## src/verilog/awe_pkg.sv

```systemverilog
// Shared constants and types of the ATA write command engine
package awe_pkg;
    localparam logic [7:0] AWE_OFS_FEATURE = 8'h00;
    localparam logic [7:0] AWE_OFS_COUNT = 8'h04;
    localparam logic [7:0] AWE_OFS_ADDR_LOW = 8'h08;
    localparam logic [7:0] AWE_OFS_ADDR_MID = 8'h0C;
    localparam logic [7:0] AWE_OFS_ADDR_HIGH = 8'h10;
    localparam logic [7:0] AWE_OFS_UNIT = 8'h14;
    localparam logic [7:0] AWE_OFS_CMD_STAT = 8'h18;
    localparam logic [7:0] AWE_OFS_BLOCK_SIZE = 8'h1C;
    localparam logic [7:0] AWE_OFS_ERROR = 8'h20;
    localparam logic [7:0] AWE_OFS_INT_STAT = 8'h24;
    localparam logic [7:0] AWE_OFS_INT_MASK = 8'h28;

    localparam logic [7:0] AWE_CMD_WRITE_SECT = 8'h30;
    localparam logic [7:0] AWE_CMD_WRITE_SECT_NR = 8'h31;
    localparam logic [7:0] AWE_CMD_WRITE_SECT_EXT = 8'h34;
    localparam logic [7:0] AWE_CMD_WRITE_MULT_EXT = 8'h39;
    localparam logic [7:0] AWE_CMD_WRITE_MULT_FUA = 8'hCE;

    localparam int AWE_UNIT_LBA_BIT = 6;
    localparam int AWE_UNIT_SEL_BIT = 4;
    localparam int AWE_ST_BUSY = 7;
    localparam int AWE_ST_READY = 6;
    localparam int AWE_ST_DRQ = 3;
    localparam int AWE_ST_ERR = 0;
    localparam int AWE_ERR_MEDIA = 6;
    localparam int AWE_ERR_ABORT = 2;
    localparam int AWE_INT_BLOCK = 0;
    localparam int AWE_INT_DONE = 1;
    localparam int AWE_INT_ERR = 2;
    localparam int AWE_INT_W = 3;

    localparam logic [7:0] AWE_BYTE_RESET = 8'h00;
    localparam logic [16:0] AWE_COUNT_MAX48 = 17'h10000;
    localparam logic [16:0] AWE_COUNT_MAX28 = 17'h00100;

    typedef struct packed {
        logic valid;
        logic fua;
        logic [47:0] lba;
    } awe_media_s;

    typedef struct packed {
        logic valid;
        logic [15:0] word;
    } awe_data_s;
endpackage : awe_pkg

```

## src/verilog/awe_write_engine.sv

```systemverilog
// ATA write command engine: task file, block pacing and media commit
//
// Operation
// - Block write interrupts once per block of set-multiple size.
// - Data request held for the whole block.
// - Count register holds total sectors, not blocks.
// - Full blocks, then one partial block of count mod size.
// - Media error reported after the block write attempt.
// - Media error stops at failing sector; no further blocks.
// - Interrupt at data request of each block but the first.
// - 48-bit count: previous bits 15-8, current bits 7-0.
// - 48-bit address: previous bits 47-24, current bits 23-0.
// - Decode 34h sector ext, 39h block ext, CEh forced block.
// - CEh commits to media before ending status, else as 39h.
// - 30h/31h write sectors from the address registers.
// - 28-bit: mode bit picks cylinder/head/sector or logical.
// - 28-bit completion leaves last sector address.
// - 28-bit failure stops, leaves failing sector address.
// - 48-bit completion leaves last sector's full address.
// - 48-bit failure stops, leaves failing sector's full address.
`timescale 1ns/1ps
`default_nettype none
module awe_write_engine #(
    parameter int SECTOR_WORDS = 256,
    parameter int HEADS = 16,
    parameter int TRACK_SECTORS = 63
) (
    input wire logic core_clk,
    input wire logic rst_n,
    input wire logic [7:0] reg_addr,
    input wire logic [31:0] reg_wdata,
    input wire logic reg_wr,
    input wire logic reg_rd,
    output logic [31:0] reg_rdata,
    input wire awe_pkg::awe_data_s host_data,
    output logic host_data_ready,
    output awe_pkg::awe_data_s media_data,
    output awe_pkg::awe_media_s media_req,
    input wire logic media_ack,
    input wire logic media_fail,
    output logic irq
);
    import awe_pkg::*;

    typedef enum logic [2:0] {
        AWE_IDLE, AWE_XFER, AWE_COMMIT, AWE_WAIT
    } awe_state_e;

    localparam int WCNT_W = $clog2(SECTOR_WORDS + 1);
    localparam logic [WCNT_W-1:0] LAST_WORD = WCNT_W'(SECTOR_WORDS - 1);
    localparam logic [7:0] LAST_HEAD = 8'(HEADS - 1);
    localparam logic [7:0] LAST_SECT = 8'(TRACK_SECTORS);

    // Next sector address
    function automatic logic [47:0] awe_next_addr(input logic lba_mode,
                                                  input logic ext,
                                                  input logic [47:0] a);
        logic [47:0] r;
        r = a + 48'h1;
        if (!ext && !lba_mode) begin
            r = a;
            if (a[7:0] < LAST_SECT) begin
                r[7:0] = a[7:0] + 8'h01;
            end else begin
                r[7:0] = 8'h01;
                if ({4'h0, a[27:24]} < LAST_HEAD) begin
                    r[27:24] = a[27:24] + 4'h1;
                end else begin
                    r[27:24] = 4'h0;
                    r[23:8] = a[23:8] + 16'h0001;
                end
            end
        end
        return r;
    endfunction : awe_next_addr

    awe_state_e state_q, state_d;
    logic [7:0] feat_q [2];
    logic [7:0] cnt_q [2];
    logic [7:0] low_q [2];
    logic [7:0] mid_q [2];
    logic [7:0] high_q [2];
    logic [7:0] unit_q, blk_size_q, err_q, blk_len_q;
    logic [AWE_INT_W-1:0] int_stat_q, int_mask_q, int_set;
    logic [47:0] addr_q, addr_d;
    logic [16:0] remain_q, remain_d;
    logic [7:0] blk_left_q, blk_left_d;
    logic [WCNT_W-1:0] word_q, word_d;
    logic ext_q, ext_d, fua_q, fua_d, lba_mode_q, lba_mode_d;
    logic err_flag_q, err_flag_d, wb_q, wb_d, mult_q;
    logic [7:0] err_d;
    logic [31:0] rdata_d;
    logic ready_d, req_valid_d;
    awe_data_s media_data_d;

    wire wr_feat = reg_wr && reg_addr == AWE_OFS_FEATURE;
    wire wr_cnt = reg_wr && reg_addr == AWE_OFS_COUNT;
    wire wr_low = reg_wr && reg_addr == AWE_OFS_ADDR_LOW;
    wire wr_mid = reg_wr && reg_addr == AWE_OFS_ADDR_MID;
    wire wr_high = reg_wr && reg_addr == AWE_OFS_ADDR_HIGH;
    wire wr_unit = reg_wr && reg_addr == AWE_OFS_UNIT;
    wire wr_cmd = reg_wr && reg_addr == AWE_OFS_CMD_STAT;
    wire wr_bsz = reg_wr && reg_addr == AWE_OFS_BLOCK_SIZE;
    wire wr_istat = reg_wr && reg_addr == AWE_OFS_INT_STAT;
    wire wr_imask = reg_wr && reg_addr == AWE_OFS_INT_MASK;
    wire [7:0] cmd = reg_wdata[7:0];
    wire idle = state_q == AWE_IDLE;
    wire start = wr_cmd && idle;
    // Command decode
    wire is_mult = cmd == AWE_CMD_WRITE_MULT_EXT
                || cmd == AWE_CMD_WRITE_MULT_FUA;
    wire is_ext = is_mult || cmd == AWE_CMD_WRITE_SECT_EXT;
    wire is_known = is_ext || cmd == AWE_CMD_WRITE_SECT
                 || cmd == AWE_CMD_WRITE_SECT_NR;
    // No block size: abort
    wire bad_bsz = is_mult && blk_size_q == 8'h00;
    // 16-bit count
    wire [15:0] cnt16 = {cnt_q[1], cnt_q[0]};
    wire [16:0] cnt48 = cnt16 == 16'h0000 ? AWE_COUNT_MAX48
                                          : {1'b0, cnt16};
    wire [16:0] cnt28 = cnt_q[0] == 8'h00 ? AWE_COUNT_MAX28
                                          : {9'h000, cnt_q[0]};
    wire [47:0] lba48 = {high_q[1], mid_q[1], low_q[1],
                         high_q[0], mid_q[0], low_q[0]};
    wire [47:0] lba28 = {20'h00000, unit_q[3:0],
                         high_q[0], mid_q[0], low_q[0]};
    wire [16:0] start_cnt = is_ext ? cnt48 : cnt28;
    // Block length
    wire [7:0] blk_len = is_mult ? blk_size_q : 8'h01;
    // First block length
    wire [7:0] first_blk = start_cnt < {9'h000, blk_len}
                         ? start_cnt[7:0] : blk_len;
    wire [16:0] remain_next = remain_q - 17'h00001;
    wire [7:0] next_blk = remain_next < {9'h000, blk_size_q}
                        ? remain_next[7:0] : blk_size_q;
    wire accept = host_data.valid && host_data_ready;
    wire last_word = word_q == LAST_WORD;
    wire blk_in_done = accept && last_word && blk_left_q == 8'h01;
    wire [7:0] status = {!idle, idle, 3'b000,
                         host_data_ready, 2'b00} | {7'h00, err_flag_q};

    // Read data decode
    always_comb begin
        rdata_d = 32'h0000_0000;
        case (reg_addr)
            AWE_OFS_FEATURE: rdata_d = {16'h0000, feat_q[1], feat_q[0]};
            AWE_OFS_COUNT: rdata_d = {16'h0000, cnt_q[1], cnt_q[0]};
            AWE_OFS_ADDR_LOW: rdata_d = {16'h0000, low_q[1], low_q[0]};
            AWE_OFS_ADDR_MID: rdata_d = {16'h0000, mid_q[1], mid_q[0]};
            AWE_OFS_ADDR_HIGH: rdata_d = {16'h0000, high_q[1], high_q[0]};
            AWE_OFS_UNIT: rdata_d = {24'h000000, unit_q};
            AWE_OFS_CMD_STAT: rdata_d = {24'h000000, status};
            AWE_OFS_BLOCK_SIZE: rdata_d = {24'h000000, blk_size_q};
            AWE_OFS_ERROR: rdata_d = {24'h000000, err_q};
            AWE_OFS_INT_STAT: rdata_d = {29'h0, int_stat_q};
            AWE_OFS_INT_MASK: rdata_d = {29'h0, int_mask_q};
            default: rdata_d = 32'h0000_0000;
        endcase
        if (!reg_rd) begin
            rdata_d = 32'h0000_0000;
        end
    end

    // Command sequencer
    always_comb begin
        state_d = state_q;
        addr_d = addr_q;
        remain_d = remain_q;
        blk_left_d = blk_left_q;
        word_d = word_q;
        ext_d = ext_q;
        fua_d = fua_q;
        lba_mode_d = lba_mode_q;
        err_flag_d = err_flag_q;
        err_d = err_q;
        wb_d = 1'b0;
        int_set = '0;
        ready_d = 1'b0;
        req_valid_d = media_req.valid;
        case (state_q)
            AWE_IDLE: begin
                if (start) begin
                    err_d = 8'h00;
                    err_flag_d = 1'b0;
                    if (!is_known || bad_bsz) begin
                        err_d[AWE_ERR_ABORT] = 1'b1;
                        err_flag_d = 1'b1;
                        int_set[AWE_INT_ERR] = 1'b1;
                        int_set[AWE_INT_DONE] = 1'b1;
                    end else begin
                        ext_d = is_ext;
                        fua_d = cmd == AWE_CMD_WRITE_MULT_FUA;
                        lba_mode_d = unit_q[AWE_UNIT_LBA_BIT];
                        addr_d = is_ext ? lba48 : lba28;
                        remain_d = start_cnt;
                        blk_left_d = first_blk;
                        word_d = '0;
                        // No interrupt on first block
                        ready_d = 1'b1;
                        state_d = AWE_XFER;
                    end
                end
            end
            AWE_XFER: begin
                // Request held for whole block
                ready_d = !blk_in_done;
                if (accept) begin
                    word_d = last_word ? '0 : word_q + WCNT_W'(1);
                    if (last_word) begin
                        blk_left_d = blk_left_q - 8'h01;
                    end
                end
                if (blk_in_done) begin
                    blk_left_d = blk_len_q;
                    state_d = AWE_COMMIT;
                end
            end
            AWE_COMMIT: begin
                req_valid_d = 1'b1;
                state_d = AWE_WAIT;
            end
            AWE_WAIT: begin
                if (media_ack) begin
                    req_valid_d = 1'b0;
                    if (media_fail) begin
                        // Stop at failing sector
                        err_d[AWE_ERR_MEDIA] = 1'b1;
                        err_flag_d = 1'b1;
                        wb_d = 1'b1;
                        int_set[AWE_INT_ERR] = 1'b1;
                        int_set[AWE_INT_DONE] = 1'b1;
                        state_d = AWE_IDLE;
                    end else if (remain_next == 17'h00000) begin
                        // Media ack carries the forced commit for CEh
                        wb_d = 1'b1;
                        int_set[AWE_INT_DONE] = 1'b1;
                        state_d = AWE_IDLE;
                    end else begin
                        remain_d = remain_next;
                        addr_d = awe_next_addr(lba_mode_q, ext_q, addr_q);
                        blk_left_d = blk_left_q - 8'h01;
                        state_d = AWE_COMMIT;
                        if (blk_left_q == 8'h01) begin
                            blk_left_d = ext_q && mult_q
                                       ? next_blk : 8'h01;
                            ready_d = 1'b1;
                            // Later blocks interrupt at request
                            int_set[AWE_INT_BLOCK] = 1'b1;
                            state_d = AWE_XFER;
                        end
                    end
                end
            end
            default: state_d = AWE_IDLE;
        endcase
    end

    always_ff @(posedge core_clk or negedge rst_n) begin
        if (!rst_n) begin
            blk_len_q <= 8'h00;
            mult_q <= 1'b0;
        end else if (start) begin
            blk_len_q <= first_blk;
            mult_q <= is_mult;
        end else if (state_q == AWE_WAIT && state_d == AWE_XFER) begin
            blk_len_q <= blk_left_d;
        end
    end

    assign media_data_d = '{valid: accept, word: host_data.word};

    always_ff @(posedge core_clk or negedge rst_n) begin
        if (!rst_n) begin
            state_q <= AWE_IDLE;
            addr_q <= '0;
            remain_q <= '0;
            blk_left_q <= 8'h00;
            word_q <= '0;
            ext_q <= 1'b0;
            fua_q <= 1'b0;
            lba_mode_q <= 1'b0;
            err_flag_q <= 1'b0;
            err_q <= 8'h00;
            wb_q <= 1'b0;
            host_data_ready <= 1'b0;
            media_data <= '0;
            media_req <= '0;
            reg_rdata <= 32'h0000_0000;
        end else begin
            state_q <= state_d;
            addr_q <= addr_d;
            remain_q <= remain_d;
            blk_left_q <= blk_left_d;
            word_q <= word_d;
            ext_q <= ext_d;
            fua_q <= fua_d;
            lba_mode_q <= lba_mode_d;
            err_flag_q <= err_flag_d;
            err_q <= err_d;
            wb_q <= wb_d;
            host_data_ready <= ready_d;
            media_data <= media_data_d;
            media_req <= '{valid: req_valid_d, fua: fua_d, lba: addr_d};
            reg_rdata <= rdata_d;
        end
    end

    // Task file bytes: a write moves current to previous
    always_ff @(posedge core_clk or negedge rst_n) begin
        if (!rst_n) begin
            for (int i = 0; i < 2; i++) begin
                feat_q[i] <= AWE_BYTE_RESET;
                cnt_q[i] <= AWE_BYTE_RESET;
                low_q[i] <= AWE_BYTE_RESET;
                mid_q[i] <= AWE_BYTE_RESET;
                high_q[i] <= AWE_BYTE_RESET;
            end
            unit_q <= AWE_BYTE_RESET;
            blk_size_q <= AWE_BYTE_RESET;
        end else if (wb_q) begin
            // Last or failing sector address
            low_q <= '{addr_q[7:0], addr_q[31:24]};
            mid_q <= '{addr_q[15:8], addr_q[39:32]};
            high_q <= '{addr_q[23:16], addr_q[47:40]};
            if (!ext_q) begin
                unit_q[3:0] <= addr_q[27:24];
            end
        end else begin
            if (wr_feat) feat_q <= '{reg_wdata[7:0], feat_q[0]};
            if (wr_cnt) cnt_q <= '{reg_wdata[7:0], cnt_q[0]};
            if (wr_low) low_q <= '{reg_wdata[7:0], low_q[0]};
            if (wr_mid) mid_q <= '{reg_wdata[7:0], mid_q[0]};
            if (wr_high) high_q <= '{reg_wdata[7:0], high_q[0]};
            if (wr_unit) unit_q <= reg_wdata[7:0];
            if (wr_bsz && idle) blk_size_q <= reg_wdata[7:0];
        end
    end

    // Sticky events, write one to clear; a new event wins
    always_ff @(posedge core_clk or negedge rst_n) begin
        if (!rst_n) begin
            int_stat_q <= '0;
            int_mask_q <= '0;
            irq <= 1'b0;
        end else begin
            int_stat_q <= (int_stat_q
                          & ~(wr_istat ? reg_wdata[AWE_INT_W-1:0] : '0))
                          | int_set;
            if (wr_imask) int_mask_q <= reg_wdata[AWE_INT_W-1:0];
            irq <= |((int_stat_q | int_set) & int_mask_q);
        end
    end
endmodule : awe_write_engine
`default_nettype wire

```

## config.mk

```make
export PLATFORM = sky130hd
export DESIGN_NAME = awe_write_engine
export DESIGN_NICKNAME = d
export VERILOG_FILES = /design/src/verilog/awe_pkg.sv /design/src/verilog/awe_write_engine.sv
export SDC_FILE = /design/constraint.sdc
export NUM_CORES = 1
export LEC_CHECK = 0
export ABC_AREA = 1
export BUFFER_PORTS_ARGS = -buffer_cell sky130_fd_sc_hd__clkbuf_2
export CORE_ASPECT_RATIO = 0.9
export CORE_MARGIN = 2
export CORE_UTILIZATION = 40
export CTS_BUF_LIST = sky130_fd_sc_hd__clkbuf_8
export DETAILED_ROUTE_END_ITERATION = 7
export GPL_TIMING_DRIVEN = 0
export PLACE_DENSITY = 0.56
export RECOVER_POWER = 50
export SYNTH_ARGS = -nofsm -noshare
export SYNTH_HDL_FRONTEND = slang
export SYNTH_SLANG_ARGS = --single-unit
```

## constraint.sdc

```tcl
create_clock -name core_clk -period 8.44 [get_ports core_clk]
set_clock_uncertainty 0.1 [all_clocks]
set_input_delay 0.422 -clock core_clk [delete_from_list [all_inputs] [get_ports core_clk]]
set_output_delay 0.422 -clock core_clk [all_outputs]
set_load 0.02 [all_outputs]
```

Yosys cells after proc, flatten, opt, wreduce, memory -nomap -nowiden
Cells that the tools add are included.
W data, S select, Z words.
{"block": "word_totals", "inputBits": 63, "ff_bits": 255}
{"block": "op_classes", "n_addsub": 7, "mux": 88, "magnitude_cmp": 4, "n_eq_ne": 32, "reduce_logical": 58, "bitwise": 8}
{"cell": "$mux W48", "count": 7}
{"cell": "$pmux W16 S11", "count": 1}
{"cell": "$mux W8", "count": 16}
{"cell": "$mux W17", "count": 7}
{"cell": "$mux W16", "count": 7}
{"cell": "$pmux W48 S2", "count": 1}
{"cell": "$eq A8 B6 Y1 const B", "count": 7}
{"cell": "$add A48 B1 Y48 const B", "count": 1}
{"cell": "$mux W9", "count": 5}
{"cell": "$lt A17 B8 Y1", "count": 2}
{"cell": "$pmux W17 S2", "count": 1}
{"cell": "$eq A8 B5 Y1 const B", "count": 4}
{"cell": "$mux W32", "count": 1}
{"cell": "$logic_not A8 Y1", "count": 3}
{"cell": "$pmux W8 S3", "count": 1}
{"cell": "$mux W20", "count": 1}
{"cell": "$logic_and A1 B1 Y1", "count": 19}
{"cell": "$mux W3", "count": 6}
{"cell": "$pmux W9 S2", "count": 1}
{"cell": "$logic_not A17 Y1", "count": 1}
{"cell": "$mux W1", "count": 17}
{"cell": "$sub A17 B1 Y17 const B", "count": 1}
{"cell": "$add A16 B1 Y16 const B", "count": 1}
{"cell": "$eq A8 B4 Y1 const B", "count": 2}
{"cell": "39 further kinds", "count": 84}

Depth between registers and ports, before layout
Gate-level depths: netlist (run 1).
{"block": "logic_depth", "depth_word": 14, "ltp_mapped": 24}

Worst setup path before layout (run 1)
Ideal clock, no wire load.
{"block": "synth_timing", "path_kind": "input port to flip-flop", "start": "in reg_wdata[0]", "end": "reg blk_len_q[7]", "setup_ns": 0.065, "arrival_ns": 2.496, "required_time_ns": 8.275, "path_slack_ns": 5.779, "stages": 22, "cell_sequence": "inv_2 > nand2_1 > nor2_1 > nand3_1 > nand2_2 > nand2_1 > ha_1 > a21oi_1 > nor3_1 > a211oi_1 > nand2_1 > nand2_1 > nand2_1 > nand2_1 > nand2_2 > nand2_1 > nand3_1 > nand2_1 > inv_2 > nand2_1 > nand3_1 > nand2_1"}
{"block": "synth_via", "elab_chain_len": 13}
{"item": "start: declaration", "line_no": "awe_write_engine.sv:31", "rtl": "input wire logic [31:0] reg_wdata,"}
{"item": "branches (longest 13 deep; another with $lt A17 B8 Y1)"}
{"item": "end signal: assignment", "line_no": "awe_write_engine.sv:263", "rtl": "blk_len_q <= first_blk;"}
{"item": "end signal: assignment", "line_no": "awe_write_engine.sv:266", "rtl": "blk_len_q <= blk_left_d;"}
{"item": "end: declaration", "line_no": "awe_write_engine.sv:83", "rtl": "logic [7:0] unit_q, blk_size_q, err_q, blk_len_q;"}
Several ways; the timed one is not identified. The select of a mux whose other input is x is not followed.
A chain may end at the register's enable or synchronous reset.

==> results_dict.tcl, run 1 <==
set metrics [dict create \
    cp_slowest_stage_delay_ns 3.05 \
    start_util 0.4061 \
    synthMuxAreaShare 0.004746 \
    synthesis.area_um2 14240 \
    synth_fa_ha_area_frac 0.01934 \
    portBuffers 123 \
    insertion_delay_ns 0.60 \
    relSlewSlack -1.879 \
    ys_seq_area_frac 0.4201 \
    hold_slack_ns 0.03253 \
    tritoncts "built" \
    wirelength_um 57090 \
    ys_warn_count 0 \
    path_class "primary input to async pin" \
    fmax_mhz 192.3 \
    end_kind "async pin" \
    critPathRequiredTime_ns 8.02 \
    dr.pass1.iters 6 \
    synth_compound_area_frac 0.1725 \
    synth_cell_types 57 \
    num_antenna_cells 0 \
    grt_pass1_wl_um 86210 \
    yosys-top-cells-area "dfrtp_1, nand2_1, inv_1" \
    synth_area_per_cell_um2 7.319 \
    wl_per_cell_um 21.50 \
    path_clk_slew_ns 0.06 \
    cp_slowest_cell "clkbuf_1" \
    max-vdd-ir-drop_v 0.0001085 \
    die_h_um 183.0 \
    worst-slew-pin-transition_ns 4.318 \
    violations "max-capacitance violations, max-slew violations" \
    cpLargestDelayFamily "buffers and inverters" \
    hold_path_class "primary input to flip-flop" \
    synth_edf_count 0 \
    ant_nets 0 \
    synth_top_family_by_area "simple AND/OR/NAND/NOR gates" \
    dp_hpwl_um 43710 \
    power.leakage_nw 7.705 \
    viasPerCell 5.593 \
    min_period_ns 5.202 \
    vias 14850 \
    outcome "finished with violations" \
    synth_seq_cells 239 \
    drcViolationCount 0 \
    dieArea_um2 37120 \
    drv_slew 73 \
    arrival_ns 4.78 \
    track_usage 0.3081 \
    nNetsFinal 2239 \
    cp-start-kind "primary input" \
    gp_congestion 1.023 \
    rsz0062_at_grt "false" \
    syn-instance-count 1945 \
    drt_iter0_markers 1803 \
    synthSimpleGateAreaFrac 0.2686 \
    powerDensity_nw_per_um2 166.4 \
    crit_fanout 98 \
    setup-violations-final 0 \
    cts-root-buf "clkbuf_8" \
    clockBufferDepth 3 \
    synth_top_flop_cell "dfrtp_1" \
    layout_commonest_cell "nand2_1" \
    drive_above_1_share 0.09149 \
    cts-htree-levels 2 \
    cts_buffers 45 \
    antenna_found_initial 1 \
    total_power_mw 2.752 \
    final_cell_mix "nand2_1, inv_1, dfrtp_1" \
    num_io_pins 164 \
    path_cells "dlygate4sd3_1 -> clkbuf_8 -> clkbuf_1" \
    fin_crit_sh 0.6163 \
    rows 65 \
    grt_overflow 0 \
    area_growth_pct 16.16 \
    cts_sinks 239 \
    critical_path_buf_inv_count 3 \
    synth_top_area_share 0.4201 \
    fp.dieW_um 202.9 \
    finalSetupTns_ns 0 \
    num-fill-cells 3673 \
    yosysTopAreaCell "dfrtp_1" \
    synth-xor-area-share 0.01230 \
    cap_viol_max_count 1 \
    grt_max_degree 99 \
    async_reset_ff_frac 1.000 \
    final-hold-violation-count 0 \
    design.core.area_um2 35050 \
    post_cts_buffers 0 \
    grt_pass1_vias 13876 \
]
==> synth_stat cells (6+ instances only) <==
master	count
inv_1	241
nor2_2	6
buf_6	6
inv_2	20
o21ai_1	47
nor3_2	6
nor3_1	47
a221oi_1	19
a31oi_1	14
nand4_1	25
xor2_1	17
a22oi_1	10
ha_1	22
nor4_1	16
o221ai_1	13
nand2_2	6
o31ai_1	12
nor2_1	168
o21ai_0	161
nand2_1	463
o22ai_1	16
a21oi_1	77
o211ai_1	20
mux2_2	6
buf_4	22
nand3_1	131
a21oi_2	6
clkbuf_1	47
dfrtp_1	239
==> timing repair <==
item                                   CTS  global route
resized for setup                        0             0
endpoints found under the hold margin  117             0
hold buffers                            21             0
==> power by group <==
part           switching (mW)  internal [mW]  total (mW)
registers              0.0545           1.20        1.26
logic                   0.237          0.101       0.338
clock network           0.536          0.620        1.16
==> sequential cells by signal (all words and copies together) (netlist names), 2 cells and up <==
| name | cells |
|---|---|
| remain_q | 17 |
| err_q | 2 |
| lba28 | 16 |
| unit_q | 8 |
| blk_size_q | 8 |
| int_mask_q | 3 |
| media_data | 17 |
| addr_q | 48 |
| lba48 | 16 |
| high_q | 16 |
| int_stat_q | 3 |
| cnt16 | 16 |
| state_q | 3 |
| word_q | 9 |
| feat_q | 16 |
| blk_len_q | 8 |
| blk_left_q | 8 |
| reg_rdata | 16 |
==> layout make-up <==
cell class	count	area, um2	area share
buffer	86	457.9	0.02769
clock buffer	59	812.0	0.04910
clock inverter	20	83.83	0.005069
inverter	265	996.0	0.06023
multi-input combinational	1371	6862	0.4149
sequential	239	5981	0.3617
tap	469	586.8	0.03548
timing repair buffer	146	758.2	0.04585
==> path summary, 6_finish.rpt <==
check	from	slack [ns]	endpoint	cells after the start
max	rst_n	3.24	feat_q[5]	3
min	reg_wdata[2]	0.03	int_mask_q[2]	3
max reg2reg	remain_q[0]	4.95	blk_len_q[2]	22
min reg2reg	feat_q[8]	0.39	feat_q[8]	2
max in group core_clk	reg_wdata[0]	4.92	blk_len_q[7]	24
min in group asynchronous	rst_n	0.39	addr_q[15]	2
==> logic make-up (layout without fill, tap and decap cells) <==
family	after synthesis	after routing
flip-flops	239	239
buffers and inverters	351	576
AND/OR/NAND/NOR	888	888
adder cells (fa/ha/maj)	22	22
AO/OA/AOI/OAI	418	418
multiplexers	6	6
XOR/XNOR	20	20
other	1	17
==> through the flow <==
stage	cell area [um2]	util	instances	worst slack, ns
CTS	16670	0.4755	2655	5.043
detailed placement	15560	0.4440	2555	4.990
global placement	15500	0.4422	2553	1.663
global route	16540	0.4718	2655	2.376
finish	16540	0.4718	2655	3.238
floorplan	14300	-	1961	5.779
==> routing by layer <==
layer,routed length (um),GRT usage
met1,26670,0.4692
met2,22590,0.4204
met3,6405,0.08618
met4,1345,0.08409
met5,72,0.01455
==> worst reg2reg max path: stages, from the launching register on <==
cell and delay, ns:
dfrtp_1 0.41, inv_2 0.16, ha_1 0.25, nor2_1 0.07, nor2_1 0.30, inv_1 0.08, ha_1 0.30, a21oi_1 0.15
nand2_1 0.07, nand2_1 0.06, nand2_1 0.05, nand2_1 0.08, nand2_1 0.06, nand2_1 0.06, nand3_1 0.06, nor2_1 0.39
nand2_1 0.11, o211ai_1 0.17, nand2_1 0.10, nand2_1 0.07, nand3_1 0.09, nand3_1 0.10, nand2_1 0.07
Power figures use the tool's default switching activity.
==> run 2, diff against run 1 <==
--- a/config.mk
+++ b/config.mk
@@ -13,7 +13,7 @@
 export CTS_BUF_LIST = sky130_fd_sc_hd__clkbuf_8
 export DETAILED_ROUTE_END_ITERATION = 7
 export GPL_TIMING_DRIVEN = 0
-export PLACE_DENSITY = 0.56
+export PLACE_DENSITY = 0.58
 export RECOVER_POWER = 50
 export SYNTH_ARGS = -nofsm -noshare
 export SYNTH_HDL_FRONTEND = slang
==> constraint.sdc (replaced) <==
create_clock -name core_clk -period 4.7 [get_ports core_clk]
set_clock_uncertainty 0.1 [all_clocks]
set_input_delay 0.235 -clock core_clk [delete_from_list [all_inputs] [get_ports core_clk]]
set_output_delay 0.235 -clock core_clk [all_outputs]
set_load 0.02 [all_outputs]
==> results_dict.tcl, run 2 (same netlist as run 1, synthesis figures left out) <==
set metrics [dict create \
    hold_path_class "primary input to flip-flop" \
    num-fill-cells 3641 \
    wl_met1_um 27160 \
    tritoncts "built" \
    cts_sinks 239 \
    fin_crit_sh 0.7196 \
    num_antenna_cells 0 \
    critical_path_buf_inv_count 5 \
    insertion_delay_ns 0.61 \
    power.share.clock 0.445 \
    dp_slack_ns 1.393 \
    power.leakage_nw 7.775 \
    num_io_pins 164 \
    track_usage 0.3142 \
    nNetsFinal 2246 \
    dp_hpwl_um 44600 \
    cts-root-buf "clkbuf_8" \
    drive_above_1_share 0.09211 \
    wirelength_um 58140 \
    max-vdd-ir-drop_v 0.0003609 \
    dr.pass1.iters 7 \
    end_kind "flip-flop" \
    pwr-share-comb 0.119 \
    cap_viol_max_count 1 \
    p_seq_frac 0.436 \
    design.core.area_um2 35050 \
    place_inst 2555 \
    grt_max_degree 102 \
    final_util 0.4767 \
    drt_iter0_markers 1592 \
    crit_fanout 10 \
    vias 14894 \
    wl_per_cell_um 21.84 \
    layout_commonest_cell "nand2_1" \
    holdBufCountCts 27 \
    drv_slew 52 \
    cts_resized 0 \
    regMostFlops "addr_q" \
    final-hold-violation-count 0 \
    antenna_found_initial 0 \
    rr_worst_depth 17 \
    cp_slowest_cell "dfrtp_1" \
    critPathRequiredTime_ns 5.08 \
    path_class "flip-flop to flip-flop" \
    netSwitchingFraction 0.2926 \
    portBuffers 123 \
    relSlewSlack -0.9825 \
    start_util 0.4061 \
    reg_top3 "addr_q: 48 flops, media_data: 17 flops, remain_q: 17 flops" \
    outcome "finished with violations" \
    powerDensity_nw_per_um2 310.2 \
    gp_congestion 0.9742 \
    routed-wl-met3_um 6151 \
    setup-violations-final 0 \
    path_clk_slew_ns 0.06 \
    fin_ws_ns 1.318 \
    post_cts_buffers 0 \
    cp.depth 17 \
    ant_nets 0 \
    grt_pass1_vias 14145 \
    final_cell_mix "nand2_1, inv_1, dfrtp_1" \
    clockBufferDepth 3 \
    instances_no_fill 2662 \
    p_int_mw 3.667 \
    highest_layer "met5" \
    path_cells "inv_2 -> ha_1 -> inv_1 -> nor2_1 -> nand2_1 -> nor2_1 -> nand2_1 -> nand2_1 -> nand2_1 -> nor3_1 -> nand4_1 -> nand2_1 -> inv_2 -> buf_6 -> buf_4 -> nand3_1 -> nand2_1" \
    area_growth_pct 17.37 \
    cts_buffers 46 \
    fmax_mhz 295.7 \
    rsz0062_at_grt "false" \
    worst-slew-pin-transition_ns 2.974 \
    violations "max-capacitance violations, max-slew violations" \
    largest_reg_flops 48 \
    dieArea_um2 37120 \
    viasPerCell 5.595 \
    fp.dieW_um 202.9 \
    regArea_um2 5981 \
    multi_input_area_um2 6862 \
    drcViolationCount 0 \
    whs_path_depth 3 \
    cts-htree-levels 2 \
    switchingPower_mw 1.516 \
    grt_pass1_wl_um 87430 \
    min_period_ns 3.382 \
    crit_top_cell "nand2_1" \
    cp_slowest_stage_delay_ns 0.41 \
    cpLargestDelayFamily "simple AND/OR/NAND/NOR gates" \
    cp-start-kind "flip-flop" \
    die_h_um 183.0 \
    wl_met2_um 23340 \
    rows 65 \
    grt_overflow 0 \
    arrival_ns 3.76 \
]
==> run 2: cell type report <==
type                       count  share of cell area
multi-input combinational   1371              0.4107
clock inverter                22             0.01168
sequential                   239              0.3579
inverter                     265             0.05961
buffer                        86             0.02741
clock buffer                  58             0.04778
tap                          469             0.03512
timing repair buffer         152             0.04980
==> run 2: per-stage QoR <==
stage	instance area (um2)	total power [mW]	setup TNS, ns	hold slack, ns
after floorplan	14300	2.619	0	-0.1606
after global placement	15500	2.870	-456.85	0.2437
after detailed placement	15560	2.881	0	0.1190
after CTS	16830	5.201	0	0.003115
after global routing	16710	5.372	0	0.04309
final	16710	5.183	0	0.03260
==> run 2: worst paths after layout <==
kind | from | to | slack, ns
setup / recovery | remain_q[0] | addr_q[16] | 1.32
hold / removal | reg_wdata[3] | cnt16[3] | 0.03
max in group asynchronous | rst_n | lba28[8] | 1.49
hold reg to reg | lba_mode_q | lba_mode_q | 0.38
min in group asynchronous | rst_n | media_data[9] | 1.05
setup reg to reg | remain_q[0] | addr_q[16] | 1.32
==> run 2: power by group through the flow <==
stage          Clock, mW  Combinational [mW]  Sequential (mW)
2_1_floorplan          0               0.332             2.29
3_3_place_gp           0               0.579             2.29
3_5_place_dp           0               0.590             2.29
4_1_cts             2.34               0.610             2.26
5_1_grt             2.42               0.678             2.27
6_report            2.31               0.615             2.26
==> run 2: layer usage <==
layer,track usage,up-vias
li1,-,6895
met1,0.4676,7140
met2,0.4393,750
met3,0.08991,105
met4,0.08292,4
met5,0.03571,-
==> run 2: worst register-to-register path, cell delays in order (launching register included) <==
cell	delay (ns)
dfrtp_1	0.41
inv_2	0.15
ha_1	0.24
inv_1	0.05
nor2_1	0.15
nand2_1	0.11
nor2_1	0.23
nand2_1	0.08
nand2_1	0.06
nand2_1	0.07
nor3_1	0.39
nand4_1	0.25
nand2_1	0.29
inv_2	0.09
buf_6	0.18
buf_4	0.23
nand3_1	0.12
nand2_1	0.06
==> run 3, diff against run 2 <==
--- a/config.mk
+++ b/config.mk
@@ -5,7 +5,7 @@
 export SDC_FILE = /design/constraint.sdc
 export NUM_CORES = 1
 export LEC_CHECK = 0
-export ABC_AREA = 1
+export ABC_AREA = 0
 export BUFFER_PORTS_ARGS = -buffer_cell sky130_fd_sc_hd__clkbuf_2
 export CORE_ASPECT_RATIO = 0.9
 export CORE_MARGIN = 2
@@ -13,7 +13,7 @@
 export CTS_BUF_LIST = sky130_fd_sc_hd__clkbuf_8
 export DETAILED_ROUTE_END_ITERATION = 7
 export GPL_TIMING_DRIVEN = 0
-export PLACE_DENSITY = 0.58
+export PLACE_DENSITY = 0.59
 export RECOVER_POWER = 50
 export SYNTH_ARGS = -nofsm -noshare
 export SYNTH_HDL_FRONTEND = slang
==> constraint.sdc (replaced) <==
create_clock -name core_clk -period 3 [get_ports core_clk]
set_clock_uncertainty 0.1 [all_clocks]
set_input_delay 0.15 -clock core_clk [delete_from_list [all_inputs] [get_ports core_clk]]
set_output_delay 0.15 -clock core_clk [all_outputs]
set_load 0.02 [all_outputs]
==> results_dict.tcl, run 3 <==
set metrics [dict create \
    outcome "finished with violations" \
    violations "max-capacitance violations, max-slew violations, negative setup slack" \
    grt_pass1_wl_um 80960 \
    cts-root-buf "clkbuf_8" \
    grt_max_degree 111 \
    power.leakage_nw 7.547 \
    start_util 0.4049 \
    cts_buffers 45 \
    wirelength_um 54350 \
    fin_crit_sh 1.083 \
    area_growth_pct 27.41 \
    crit_fanout 6 \
    num-fill-cells 3240 \
    drt_iter0_markers 1643 \
    ys_seq_area_frac 0.4361 \
    relSlewSlack -0.1664 \
    ant_nets 0 \
    grt_overflow 0 \
    synth_most_common_cell "dfrtp_1" \
    max-vdd-ir-drop_v 0.0003577 \
    cp-start-kind "flip-flop" \
    cts_sinks 239 \
    cpLargestDelayFamily "simple AND/OR/NAND/NOR gates" \
    gp_congestion 0.9511 \
    powerDensity_nw_per_um2 431.4 \
    grt_pass1_vias 13060 \
    synth_top_flop_cell "dfrtp_1" \
    crit_top_cell "ha_4" \
    ys_warn_count 0 \
    drcViolationCount 0 \
    synth_area_per_cell_um2 8.900 \
    vias 14001 \
    tritoncts "built" \
    fmax_mhz 307.7 \
    track_usage 0.2977 \
    min_period_ns 3.250 \
    setup-violations-final 78 \
    dp_hpwl_um 37680 \
    wl_per_cell_um 23.64 \
    cap_viol_max_count 1 \
    fin_ws_ns -0.2497 \
    design.core.area_um2 33870 \
    cp_slowest_cell "or4b_4" \
    end_kind "flip-flop" \
    dieArea_um2 35790 \
    critPathRequiredTime_ns 3.34 \
    num_antenna_cells 0 \
    syn-instance-count 1541 \
    rsz0062_at_grt "true" \
    dp_slack_ns -1.149 \
    synth_cell_types 83 \
    nNetsFinal 1891 \
    die_h_um 179.7 \
    synth_top_area_share 0.4361 \
    portBuffers 117 \
    fp.dieW_um 199.2 \
    drv_slew 65 \
    worst-slew-pin-transition_ns 1.750 \
    rows 64 \
    path_cells "inv_2 -> ha_4 -> or4b_4 -> nor2_4 -> xor2_4 -> ha_4 -> nand2_4 -> o21ai_2 -> a21oi_2 -> nand3_4 -> mux2_4 -> a211oi_2 -> o211ai_1" \
    layout_commonest_cell "dfrtp_1" \
    cts-htree-levels 2 \
    yosys-top-cells-area "dfrtp_1, o21ai_0, nand2_1" \
    synth_seq_cells 239 \
    path_clk_slew_ns 0.07 \
    regMostFlops "addr_q" \
    antenna_found_initial 0 \
    clockBufferDepth 3 \
    arrival_ns 3.59 \
    synthesis.area_um2 13720 \
    critical_path_buf_inv_count 1 \
    insertion_delay_ns 0.60 \
    cp_slowest_stage_delay_ns 0.51 \
    viasPerCell 6.090 \
    synth_edf_count 0 \
    async_reset_ff_frac 1.000 \
    hold_slack_ns 0.05062 \
    reg_top3 "addr_q: 48 flops, media_data: 17 flops, remain_q: 17 flops" \
    drive_above_1_share 0.2161 \
    final_cell_mix "dfrtp_1, nand2_1, clkbuf_1" \
    hold_path_class "primary input to flip-flop" \
    dr.pass1.iters 6 \
    synth.cells.most_frequent "dfrtp_1, nand2_1, o21ai_0, nor2_1, a21oi_1" \
    yosysTopAreaCell "dfrtp_1" \
    num_io_pins 164 \
    path_class "flip-flop to flip-flop" \
    final-hold-violation-count 0 \
    largest_reg_flops 48 \
]
-- run 3: cell count changes after synthesis, sizes merged, moves of 30 or more --
cell | before | now
a21oi | 83 | 113
clkbuf | 48 | 84
inv | 261 | 33
mux2 | 6 | 51
mux2i | 0 | 67
nand2 | 470 | 201
nand3 | 133 | 41
nor2 | 178 | 123
-- run 3: layer usage --
layer	vias to the layer above	part of all wire	GRT usage	routed length (um)
li1	6143	-	-	-
met1	6907	0.43	0.4456	23590
met2	824	0.42	0.4215	22750
met3	127	0.12	0.07111	6303
met4	0	0.032	0.09254	1715
met5	-	0	0	0
-- run 3: kinds of logic after synthesis --
kind of cell             share of synthesized area
buffers and inverters                      0.04862
adder cells (fa/ha/maj)                    0.02007
multiplexers                               0.09077
XOR/XNOR                                  0.007024
flip-flops                                  0.4361
other                                    0.0002734
AND/OR/NAND/NOR                             0.1788
AO/OA/AOI/OAI                               0.2184
-- run 3: final cells by class --
class	instances	area, um2	share of cell area
inverters	33	123.9	0.007088
clock buffers	51	701.9	0.04017
plain buffers	113	639.4	0.03659
clock inverters	27	173.9	0.009952
well taps	462	578.1	0.03308
repair buffers	207	1381	0.07904
flip-flops and latches	239	5982	0.3423
multi-input cells	1167	7895	0.4518
-- run 3: report_power, final --
part | total (mW) | internal (mW) | switching, mW
Combinational | 0.867 | 0.333 | 0.535
Clock | 3.23 | 1.72 | 1.51
Sequential | 3.44 | 3.30 | 0.137
Total | 7.54 | 5.36 | 2.18
-- run 3: worst register-to-register path, stage by stage (launching register included) --
cell and delay [ns]:
dfrtp_2 0.43, inv_2 0.09, ha_4 0.16, or4b_4 0.51, nor2_4 0.17, xor2_4 0.24, ha_4 0.25, nand2_4 0.07
o21ai_2 0.06, a21oi_2 0.18, nand3_4 0.16, mux2_4 0.36, a211oi_2 0.18, o211ai_1 0.14
-- run 3: repair_timing --
action | in CTS | in global routing
cloned | 6 | 3
gates resized for setup | 119 | 117
hold buffers | 29 | 0
setup buffers | 38 | 13
pin swaps | 34 | 33
endpoints found under the setup margin | 101 | 93
endpoints found under the hold margin | 178 | 0
-- run 3: worst paths after layout --
path,start,endpoint,slack (ns),depth (start not counted)
hold / removal,reg_wdata[4],feat_q[12],0.05,2
hold reg to reg,err_q[6],err_q[6],0.39,2
max in group asynchronous,rst_n,lba48[35],0.37,4
min in group asynchronous,rst_n,media_data[9],0.49,2
setup reg to reg,remain_q[0],blk_left_q[5],-0.25,13
setup / recovery,remain_q[0],blk_left_q[5],-0.25,13
-- run 3: stage by stage --
step | utilization | instance area, um2 | power, mW | cells | TNS [ns]
3_3_place_gp | 0.4468 | 15140 | 4.195 | 2136 | -873.54
3_5_place_dp | 0.4487 | 15200 | 4.215 | 2138 | -60.41
5_1_grt | 0.5159 | 17480 | 7.783 | 2299 | -19.88
6_report | 0.5159 | 17480 | 7.539 | 2299 | -11.91
2_1_floorplan | - | 13970 | 3.895 | 1557 | -2.339
4_1_cts | 0.5049 | 17100 | 7.523 | 2284 | -6.827
